$ cat config.mk
export PLATFORM = sky130hd
export DESIGN_NAME = pvs_select
export DESIGN_NICKNAME = d
export VERILOG_FILES = /design/src/hdl/pvs_pkg.sv /design/src/hdl/pvs_select.sv
export SDC_FILE = /design/constraint.sdc
export NUM_CORES = 2
export LEC_CHECK = 0
export BUFFER_PORTS_ARGS = -buffer_cell sky130_fd_sc_hd__buf_2
export CORE_MARGIN = 2
export CORE_UTILIZATION = 25
export DETAILED_ROUTE_END_ITERATION = 16
export PLACE_DENSITY = 0.45
export SLEW_MARGIN = 20
export SYNTH_ARGS = -nofsm -noshare
export SYNTH_HDL_FRONTEND = slang
export SYNTH_SLANG_ARGS = --single-unit
$ cat constraint.sdc
create_clock -name pclk -period 190.1 [get_ports pclk]
set_input_delay 9.505 -clock pclk [delete_from_list [all_inputs] [get_ports pclk]]
set_output_delay 9.505 -clock pclk [all_outputs]
set_load 0.005 [all_outputs]
$ cat src/hdl/pvs_pkg.sv
`default_nettype none
package pvs_pkg;
	localparam int DW = 16;
	localparam int AW = 12;
	// register indices; byte address is four times the index
	localparam logic [8:0] IDX_PROCESS_VALUE = 9'h066;
	localparam logic [8:0] IDX_CONTROL_SP    = 9'h067;
	localparam logic [8:0] IDX_ACTIVE_INDEX  = 9'h06B;
	localparam logic [8:0] IDX_AMC_SELECT    = 9'h07A;
	localparam logic [8:0] IDX_REMOTE_LOCAL  = 9'h07C;
	localparam logic [8:0] IDX_EXT_ENABLE    = 9'h07D;
	localparam logic [8:0] IDX_SP_INDEX      = 9'h080;
	localparam logic [8:0] IDX_EXT_INPUT     = 9'h083;
	localparam logic [8:0] IDX_REMOTE_SP     = 9'h085;
	localparam logic [8:0] IDX_PRESET_ONE    = 9'h0C9;
	localparam logic [8:0] IDX_PRESET_TWO    = 9'h0DD;
	localparam logic [8:0] IDX_PRESET_THREE  = 9'h0F1;
	localparam logic [8:0] IDX_PRESET_FOUR   = 9'h105;
	localparam logic [8:0] IDX_MANUAL_CHOICE = 9'h143;
	localparam logic [8:0] IDX_CO_MODE       = 9'h169;
	localparam logic [8:0] IDX_CO_UPPER      = 9'h16A;
	localparam logic [8:0] IDX_CO_LOWER      = 9'h16B;
	localparam logic [8:0] IDX_LOOP_CONFIG   = 9'h180;
	localparam logic [8:0] IDX_BACKUP_CMD    = 9'h182;
	// loop_config fields
	localparam int CFG_MODE_LSB  = 0;
	localparam int CFG_SECONDARY = 2;
	localparam int CFG_ZONE_PID  = 3;
	typedef enum logic [1:0] {
		PVS_BLEND, PVS_UPPER, PVS_MANUAL
	} pvs_co_mode_type;
	typedef enum logic [1:0] {
		PVS_SINGLE, PVS_CHANGEOVER, PVS_CASCADE
	} pvs_ctrl_mode_type;
	localparam logic [1:0] AMC_AUTO    = 2'h0;
	localparam logic [1:0] AMC_MANUAL  = 2'h1;
	localparam logic [1:0] AMC_CASCADE = 2'h2;
	localparam logic [2:0] SP_INDEX_MIN   = 3'h1;
	localparam logic [2:0] SP_INDEX_MAX   = 3'h4;
	localparam logic [2:0] SP_INDEX_RESET = 3'h1;
	localparam logic [15:0] ZERO16 = 16'h0000;
	localparam logic [15:0] CO_UPPER_RESET = 16'h0001;
	localparam int CLK_PERIOD_NS = 50;
	localparam int SAMPLE_PERIOD_NS = 1000;
	localparam int SAMPLE_CYCLES = SAMPLE_PERIOD_NS / CLK_PERIOD_NS;
endpackage
`default_nettype wire

$ cat src/hdl/pvs_select.sv
// Notes on behaviour
// changeover mode 0 blends by range, 1 switches at upper limit, 2 manual
// blend mode: input 1 below lower limit, input 2 above upper limit
// between limits: weighted sum, input 2 weight (in1-lower)/(upper-lower)
// lower limit not below upper: switch at upper limit only
// upper mode: input 1 while in1 <= upper limit, else input 2
// manual mode: choice 0 gives input 1, choice 1 input 2, no blending
// software gives input 1 the lower range, ranges overlapping
// external enable 1 uses the written external value as process value
// host keeps external value within -5% to 105% of input span
// burnout detection suppressed while external enable is 1
// set point comes from one of four presets, the remote value or cascade_setpoint
// single, changeover, primary loop: local selects indexed preset
// cascade secondary loop: indexed preset only while automatic
// index 1 to 4 selects preset n and its alarm preset set
// active index 1 to 4 readable in a read-only field
// zone PID disabled: index change also switches PID constant set
// amc 0 auto, 1 manual, 2 cascade; 2 only in cascade mode
// in cascade mode only the even loop of a pair governs
// presets survive power cycling only through a backup procedure
// remote select 1 takes the remote set point value
// selections re-evaluated once every sampling period
`timescale 1ns/100ps
`default_nettype none
module pvs_select #(
	parameter int  SAMPLE_CYCLES = pvs_pkg::SAMPLE_CYCLES,
	parameter bit  EVEN_LOOP     = 1'b1
) (
	input  wire logic        pclk,
	input  wire logic        presetn,
	input  wire logic        psel,
	input  wire logic        penable,
	input  wire logic        pwrite,
	input  wire logic [11:0] paddr,
	input  wire logic [31:0] pwdata,
	output logic      [31:0] prdata,
	output logic             pready,
	output logic             pslverr,
	input  wire logic [15:0] input_one,
	input  wire logic [15:0] input_two,
	input  wire logic [15:0] cascade_setpoint,
	input  wire logic [15:0] stored_setpoint_one,
	input  wire logic [15:0] stored_setpoint_two,
	input  wire logic [15:0] stored_setpoint_three,
	input  wire logic [15:0] stored_setpoint_four,
	output logic      [15:0] process_value,
	output logic      [15:0] control_setpoint,
	output logic      [2:0]  alarm_set_index,
	output logic      [2:0]  pid_set_index,
	output logic             burnout_check_enable,
	output logic             loop_in_charge,
	output logic             backup_request
);
	logic [1:0]  amc_select;
	logic        remote_local_select;
	logic        external_input_enable;
	logic [2:0]  setpoint_index_select;
	logic [15:0] external_process_input;
	logic [15:0] remote_setpoint_value;
	logic [15:0] preset [0:3];
	logic        manual_input_choice;
	logic [1:0]  changeover_mode_select;
	logic [15:0] changeover_upper_limit;
	logic [15:0] changeover_lower_limit;
	logic [1:0]  ctrl_mode;
	logic        secondary_loop;
	logic        zone_pid_enable;
	logic [2:0]  active_setpoint_index;
	logic        presets_loaded;
	logic [15:0] tick_count;
	logic        sample_tick;
	logic [15:0] next_pv;
	logic [15:0] next_csp;
	logic        setup_phase;
	logic        wr_done;
	logic        rd_take;
	logic [8:0]  idx;
	logic        mapped;
	logic [15:0] rd_val;
	logic [15:0] wd;

	assign idx = paddr[10:2];
	assign wd = pwdata[15:0];
	// one wait state: pready rises in the first access cycle's next edge
	assign setup_phase = psel && penable && !pready;
	assign wr_done = psel && penable && pready && pwrite && !pslverr;
	assign rd_take = setup_phase && !pwrite;

	always_comb begin
		mapped = 1'b1;
		rd_val = pvs_pkg::ZERO16;
		case (idx)
			pvs_pkg::IDX_PROCESS_VALUE: rd_val = process_value;
			pvs_pkg::IDX_CONTROL_SP:    rd_val = control_setpoint;
			pvs_pkg::IDX_ACTIVE_INDEX:  rd_val = {13'h0000, active_setpoint_index};
			pvs_pkg::IDX_AMC_SELECT:    rd_val = {14'h0000, amc_select};
			pvs_pkg::IDX_REMOTE_LOCAL:  rd_val = {15'h0000, remote_local_select};
			pvs_pkg::IDX_EXT_ENABLE:    rd_val = {15'h0000, external_input_enable};
			pvs_pkg::IDX_SP_INDEX:      rd_val = {13'h0000, setpoint_index_select};
			pvs_pkg::IDX_EXT_INPUT:     rd_val = external_process_input;
			pvs_pkg::IDX_REMOTE_SP:     rd_val = remote_setpoint_value;
			pvs_pkg::IDX_PRESET_ONE:    rd_val = preset[0];
			pvs_pkg::IDX_PRESET_TWO:    rd_val = preset[1];
			pvs_pkg::IDX_PRESET_THREE:  rd_val = preset[2];
			pvs_pkg::IDX_PRESET_FOUR:   rd_val = preset[3];
			pvs_pkg::IDX_MANUAL_CHOICE: rd_val = {15'h0000, manual_input_choice};
			pvs_pkg::IDX_CO_MODE:       rd_val = {14'h0000, changeover_mode_select};
			pvs_pkg::IDX_CO_UPPER:      rd_val = changeover_upper_limit;
			pvs_pkg::IDX_CO_LOWER:      rd_val = changeover_lower_limit;
			pvs_pkg::IDX_LOOP_CONFIG:
				rd_val = {12'h000, zone_pid_enable, secondary_loop, ctrl_mode};
			pvs_pkg::IDX_BACKUP_CMD:    rd_val = pvs_pkg::ZERO16;
			default:                    mapped = 1'b0;
		endcase
		if (paddr[1:0] != 2'h0 || paddr[11])
			mapped = 1'b0;
	end

	always_ff @(posedge pclk or negedge presetn) begin
		if (!presetn) begin
			pready <= 1'b0;
			pslverr <= 1'b0;
			prdata <= 32'h0000_0000;
		end else begin
			pready <= setup_phase;
			pslverr <= setup_phase && !mapped;
			if (rd_take)
				prdata <= mapped ? {16'h0000, rd_val} : 32'h0000_0000;
		end
	end

	// control writes; illegal codes leave the old value in place
	always_ff @(posedge pclk or negedge presetn) begin
		if (!presetn) begin
			amc_select <= pvs_pkg::AMC_AUTO;
			remote_local_select <= 1'b0;
			external_input_enable <= 1'b0;
			setpoint_index_select <= pvs_pkg::SP_INDEX_RESET;
			external_process_input <= pvs_pkg::ZERO16;
			remote_setpoint_value <= pvs_pkg::ZERO16;
			manual_input_choice <= 1'b0;
			changeover_mode_select <= pvs_pkg::PVS_BLEND;
			changeover_upper_limit <= pvs_pkg::CO_UPPER_RESET;
			changeover_lower_limit <= pvs_pkg::ZERO16;
			ctrl_mode <= pvs_pkg::PVS_SINGLE;
			secondary_loop <= 1'b0;
			zone_pid_enable <= 1'b0;
		end else if (wr_done) begin
			case (idx)
				pvs_pkg::IDX_AMC_SELECT:
					if (wd[1:0] == pvs_pkg::AMC_AUTO || wd[1:0] == pvs_pkg::AMC_MANUAL
							|| (wd[1:0] == pvs_pkg::AMC_CASCADE
							&& ctrl_mode == pvs_pkg::PVS_CASCADE))
						amc_select <= wd[1:0];
				pvs_pkg::IDX_REMOTE_LOCAL:  remote_local_select <= wd[0];
				pvs_pkg::IDX_EXT_ENABLE:    external_input_enable <= wd[0];
				pvs_pkg::IDX_SP_INDEX:
					if (wd[2:0] >= pvs_pkg::SP_INDEX_MIN && wd[2:0] <= pvs_pkg::SP_INDEX_MAX
							&& wd[15:3] == 13'h0000)
						setpoint_index_select <= wd[2:0];
				pvs_pkg::IDX_EXT_INPUT:     external_process_input <= wd;
				pvs_pkg::IDX_REMOTE_SP:     remote_setpoint_value <= wd;
				pvs_pkg::IDX_MANUAL_CHOICE: manual_input_choice <= wd[0];
				pvs_pkg::IDX_CO_MODE:
					if (wd[1:0] != 2'h3)
						changeover_mode_select <= wd[1:0];
				pvs_pkg::IDX_CO_UPPER:      changeover_upper_limit <= wd;
				pvs_pkg::IDX_CO_LOWER:      changeover_lower_limit <= wd;
				pvs_pkg::IDX_LOOP_CONFIG: begin
					if (wd[1:0] != 2'h3)
						ctrl_mode <= wd[1:0];
					secondary_loop <= wd[pvs_pkg::CFG_SECONDARY];
					zone_pid_enable <= wd[pvs_pkg::CFG_ZONE_PID];
				end
				default: ;
			endcase
		end else if (ctrl_mode != pvs_pkg::PVS_CASCADE && amc_select == pvs_pkg::AMC_CASCADE) begin
			// leaving cascade mode drops a cascade selection back to auto
			amc_select <= pvs_pkg::AMC_AUTO;
		end
	end

	// presets come up from the backed-up copy, caught after reset release
	always_ff @(posedge pclk or negedge presetn) begin
		if (!presetn) begin
			presets_loaded <= 1'b0;
			for (int i = 0; i < 4; i++)
				preset[i] <= pvs_pkg::ZERO16;
		end else if (!presets_loaded) begin
			presets_loaded <= 1'b1;
			preset[0] <= stored_setpoint_one;
			preset[1] <= stored_setpoint_two;
			preset[2] <= stored_setpoint_three;
			preset[3] <= stored_setpoint_four;
		end else if (wr_done) begin
			case (idx)
				pvs_pkg::IDX_PRESET_ONE:   preset[0] <= wd;
				pvs_pkg::IDX_PRESET_TWO:   preset[1] <= wd;
				pvs_pkg::IDX_PRESET_THREE: preset[2] <= wd;
				pvs_pkg::IDX_PRESET_FOUR:  preset[3] <= wd;
				default: ;
			endcase
		end
	end

	// writing 1 asks the storage side to copy the presets
	always_ff @(posedge pclk or negedge presetn) begin
		if (!presetn)
			backup_request <= 1'b0;
		else
			backup_request <= wr_done && idx == pvs_pkg::IDX_BACKUP_CMD && wd[0];
	end

	always_ff @(posedge pclk or negedge presetn) begin
		if (!presetn) begin
			tick_count <= 16'h0000;
			sample_tick <= 1'b0;
		end else if (tick_count == 16'(SAMPLE_CYCLES - 1)) begin
			tick_count <= 16'h0000;
			sample_tick <= 1'b1;
		end else begin
			tick_count <= tick_count + 16'h0001;
			sample_tick <= 1'b0;
		end
	end

	// blend: pv = in1 + (in1-lower)*(in2-in1)/(upper-lower)
	logic signed [16:0] d_low;
	logic signed [16:0] d_in;
	logic signed [16:0] span;
	logic signed [33:0] prod;
	logic signed [33:0] quot;
	logic               above_upper;
	logic               below_lower;
	logic [15:0]        blend_pv;
	logic [15:0]        input_pv;

	assign d_low = 17'(signed'(input_one)) - 17'(signed'(changeover_lower_limit));
	assign d_in = 17'(signed'(input_two)) - 17'(signed'(input_one));
	assign span = 17'(signed'(changeover_upper_limit)) - 17'(signed'(changeover_lower_limit));
	assign prod = 34'(d_low) * 34'(d_in);
	// a span of zero or less never reaches blend_pv: the crossed-limit branch wins
	assign quot = (span > 17'sd0) ? prod / 34'(span) : 34'sd0;
	assign above_upper = signed'(input_one) > signed'(changeover_upper_limit);
	assign below_lower = signed'(input_one) < signed'(changeover_lower_limit);
	assign blend_pv = 16'(17'(signed'(input_one)) + 17'(quot[16:0]));

	always_comb begin
		input_pv = input_one;
		case (changeover_mode_select)
			pvs_pkg::PVS_BLEND: begin
				if (span <= 17'sd0)
					input_pv = above_upper ? input_two : input_one;
				else if (below_lower)
					input_pv = input_one;
				else if (above_upper)
					input_pv = input_two;
				else
					input_pv = blend_pv;
			end
			pvs_pkg::PVS_UPPER:
				input_pv = above_upper ? input_two : input_one;
			pvs_pkg::PVS_MANUAL:
				input_pv = manual_input_choice ? input_two : input_one;
			default:
				input_pv = input_one;
		endcase
		if (ctrl_mode != pvs_pkg::PVS_CHANGEOVER)
			input_pv = input_one;
		next_pv = external_input_enable ? external_process_input : input_pv;
	end

	always_comb begin
		next_csp = preset[2'(setpoint_index_select - 3'h1)];
		if (ctrl_mode == pvs_pkg::PVS_CASCADE && secondary_loop) begin
			if (amc_select != pvs_pkg::AMC_AUTO)
				next_csp = cascade_setpoint;
		end else if (remote_local_select) begin
			next_csp = remote_setpoint_value;
		end
	end

	always_ff @(posedge pclk or negedge presetn) begin
		if (!presetn) begin
			process_value <= pvs_pkg::ZERO16;
			control_setpoint <= pvs_pkg::ZERO16;
			active_setpoint_index <= pvs_pkg::SP_INDEX_RESET;
			alarm_set_index <= pvs_pkg::SP_INDEX_RESET;
			pid_set_index <= pvs_pkg::SP_INDEX_RESET;
		end else if (sample_tick && presets_loaded) begin
			process_value <= next_pv;
			control_setpoint <= next_csp;
			active_setpoint_index <= setpoint_index_select;
			alarm_set_index <= setpoint_index_select;
			if (!zone_pid_enable)
				pid_set_index <= setpoint_index_select;
		end
	end

	always_ff @(posedge pclk or negedge presetn) begin
		if (!presetn) begin
			burnout_check_enable <= 1'b1;
			loop_in_charge <= 1'b1;
		end else begin
			burnout_check_enable <= !external_input_enable;
			loop_in_charge <= ctrl_mode != pvs_pkg::PVS_CASCADE || EVEN_LOOP;
		end
	end
endmodule
`default_nettype wire

==> summary.txt <==
Outcome
  • Outcome: finished, final reports clean

Min path
  • Hold Path Stages: 1
  • Hold Crit Class: reg2reg
  • Hold path endpoint: tick_count[15]
  • Hold Path Origin: tick_count[15]

STA
  • Peak Freq: 7.526 MHz
  • Fin. max-slew vios: 0
  • RSZ-0062 raised after global routing: false
  • Final worst slack: 57.23 ns
  • Period utilization: 69.89%
  • Hold violation count in the final report: 0
  • Worst Tran Pin Value: 1.127 ns
  • Setup TNS: 0 ns
  • Post-route minimum period: 132.87 ns
  • Slew HR: 23.87%
  • Final setup fails: 0
  • Clock Skew: 0.02842 ns

Critical path
  • CP Max Fanout: 42
  • Crit path top cell by count: a21oi_1
  • Slowest CP cell: o41ai_1
  • Worst reg-to-reg setup slack: 65.97 ns
  • Worst reg2reg path endpoint: process_value[13]
  • Worst reg2reg startpoint: changeover_lower_limit[0]
  • Crit. End Element: flip-flop
  • Arr. time, crit path: 133.33 ns
  • Crit Path Class: in2reg
  • Critical Path RT: 190.56 ns
  • CP startpoint kind: input port
  • Worst reg-to-reg path cell count: 456
  • CP max stage delay: 1.03 ns

Synth
  • Top-count cell post-synth: nor2_1
  • Sequential area share after synthesis: 9.261%
  • Synth cell count leaders: nor2_1, nand2_1, ha_1, inv_1, a21oi_1
  • Synth Area per Inst: 7.588 sq um
  • Number of synthesized flops with an enable pin: 0
  • Synth Warn #: 0
  • Synth area leaders: ha_1, fa_1, dfrtp_1, nor2_1, nand2_1
  • Yosys top cell area share: 16.23%
  • Asr flop ratio synth: 100.0%
  • Post-synth top area cell: ha_1
  • Most used DFF post-synth: dfrtp_1
  • Distinct cell type count after synthesis: 115
  • Synthesized area: 0.05898 sq mm
  • Syn Inst Count: 7772
  • Seq cells post-synth: 218

Detailed routing
  • Initial DRC Count: 4511
  • Routed Antenna Nets: 0
  • Number of remaining DRC errors: 0
  • Met3 Wirelength: 10.48 mm
  • Via Count: 58.43k
  • Vias/cell: 5.234
  • Met2 Wirelength: 107.4 mm
  • WL per Instance: 20.55 microns
  • Met1 wire length: 106.5 mm
  • Uppermost routed layer: met5
  • Drt total wl: 229.4 mm
  • Router iterations before antenna repair: 6

Die
  • Core ar.: 0.2350 sq mm
  • Top Ports: 236
  • Die Ht: 489.7 microns
  • Die Width: 489.7 microns
  • Die area: 0.2398 sq mm
  • Std cell rows: 178
  • Initial core utilization: 25.10%

Clock tree
  • Cts bufs inserted: 23
  • CTS tree: done
  • Clock H-tree levels: 1
  • Clk_lat worst skew: 0.54 ns
  • Clk sinks: 218
  • Clock buffer depth: 3
  • Hold bufs inserted after CTS: 0
  • Postcts setup bufs: 0
  • Cell chosen for the clock root: clkbuf_16
  • Clock-pin slew on the worst setup and hold paths: 0.07 ns
  • Post-cts resize count: 0

Place
  • Placer Congestion: 0.9159
  • Setup WS pre-CTS: 58.09 ns
  • Detail Placement HPWL: 187.1 mm
  • I/O Buffers: 202

GRT
  • Global-route wire length before repair: 349.2 mm
  • GRT Total Usage: 18.61%
  • Largest net degree at the start of global routing: 103
  • Vias in the first global route: 56.98k
  • Grt ovf: 0
  • Initial antenna violation count: 6

Layout
  • Share of cells above drive strength 1: 9.623%
  • Final #Nets: 9222
  • Area Growth Syn to Fin: 11.09%

Run
  • Max-cap violations: 0
-- per-layer routing --
layer,vias to the layer above,global-route usage (%)
met5,-,0
met4,4,3.511
met3,192,1.106
met2,1520,32.05
met1,28650,25.63
li1,28060,-
-- stage by stage --
step	hold WS, ns	cell area [sq um]	util, %	std cells
2_1_floorplan	0.4429	59610	-	7941
3_3_place_gp	0.4761	64680	27.53	11120
3_5_place_dp	0.4733	64680	27.53	11120
4_1_cts	0.4903	65490	27.87	11160
5_1_grt	0.5147	65510	27.88	11160
6_report	0.4851	65520	27.88	11160
-- worst max path at each step --
stage,from,to,slack (ns),cells after the start
2_1_floorplan,input_one[0],process_value[15],83.45,477
3_3_place_gp,input_one[0],process_value[13],58.89,456
3_5_place_dp,input_one[0],process_value[13],58.09,459
4_1_cts,input_one[0],process_value[13],58.14,459
5_1_grt,input_one[0],process_value[13],49.06,462
6_report,input_one[0],process_value[13],57.23,458
-- worst max-delay path: cells and delay by family --
kind                     cells  cell delay, ns
XOR/XNOR                     3            1.05
adder cells (fa/ha/maj)     44           15.48
multiplexers                13            5.81
AND/OR/NAND/NOR             96           23.40
buffers and inverters       31            6.65
AO/OA/AOI/OAI              271           71.10
-- logic make-up (layout without fill, tap and decap cells) --
family	after synthesis	after routing	share of synthesized area [%]
flops	218	218	9.261
buf+inv	891	962	5.826
mux	306	306	5.930
simple gates	2624	2624	20.64
fa+ha+maj	1065	1065	26.41
other cells	2	172	0.01273
xor+xnor	501	501	7.440
compound gates	2165	2165	24.48
-- registers in the layout, summed over array words and instances, names as in the netlist, 16 cells and up --
register                flops
preset                     64
control_setpoint           16
process_value              16
external_process_input     16
tick_count                 16
prdata                     16
remote_setpoint_value      16
changeover_upper_limit     16
changeover_lower_limit     16
-- area by class of cell --
type,count,area (sq um)
Tap cell,3150,3941
Clock inverter,12,171.4
Fill cell,25590,169400
Inverter,578,2170
Sequential cell,218,5465
Antenna cell,1,2.502
Multi-Input combinational cell,6832,51030
Clock buffer,29,638.1
Timing Repair Buffer,343,2100
-- cell usage in the layout (no fill, tap or decap), types with 188 or more instances in the layout --
cell,instances
nor2_1,819
nand2_1,771
ha_1,764
inv_1,577
a21oi_1,565
o21ai_0,406
fa_1,300
xnor2_1,296
nor3_1,212
dfrtp_1,212
a21o_1,209
o21a_1,205
buf_2,201
xor2_1,188
Power is not shown: default switching activity piles up to over one toggle a cycle in this logic, so the estimate is an artifact.
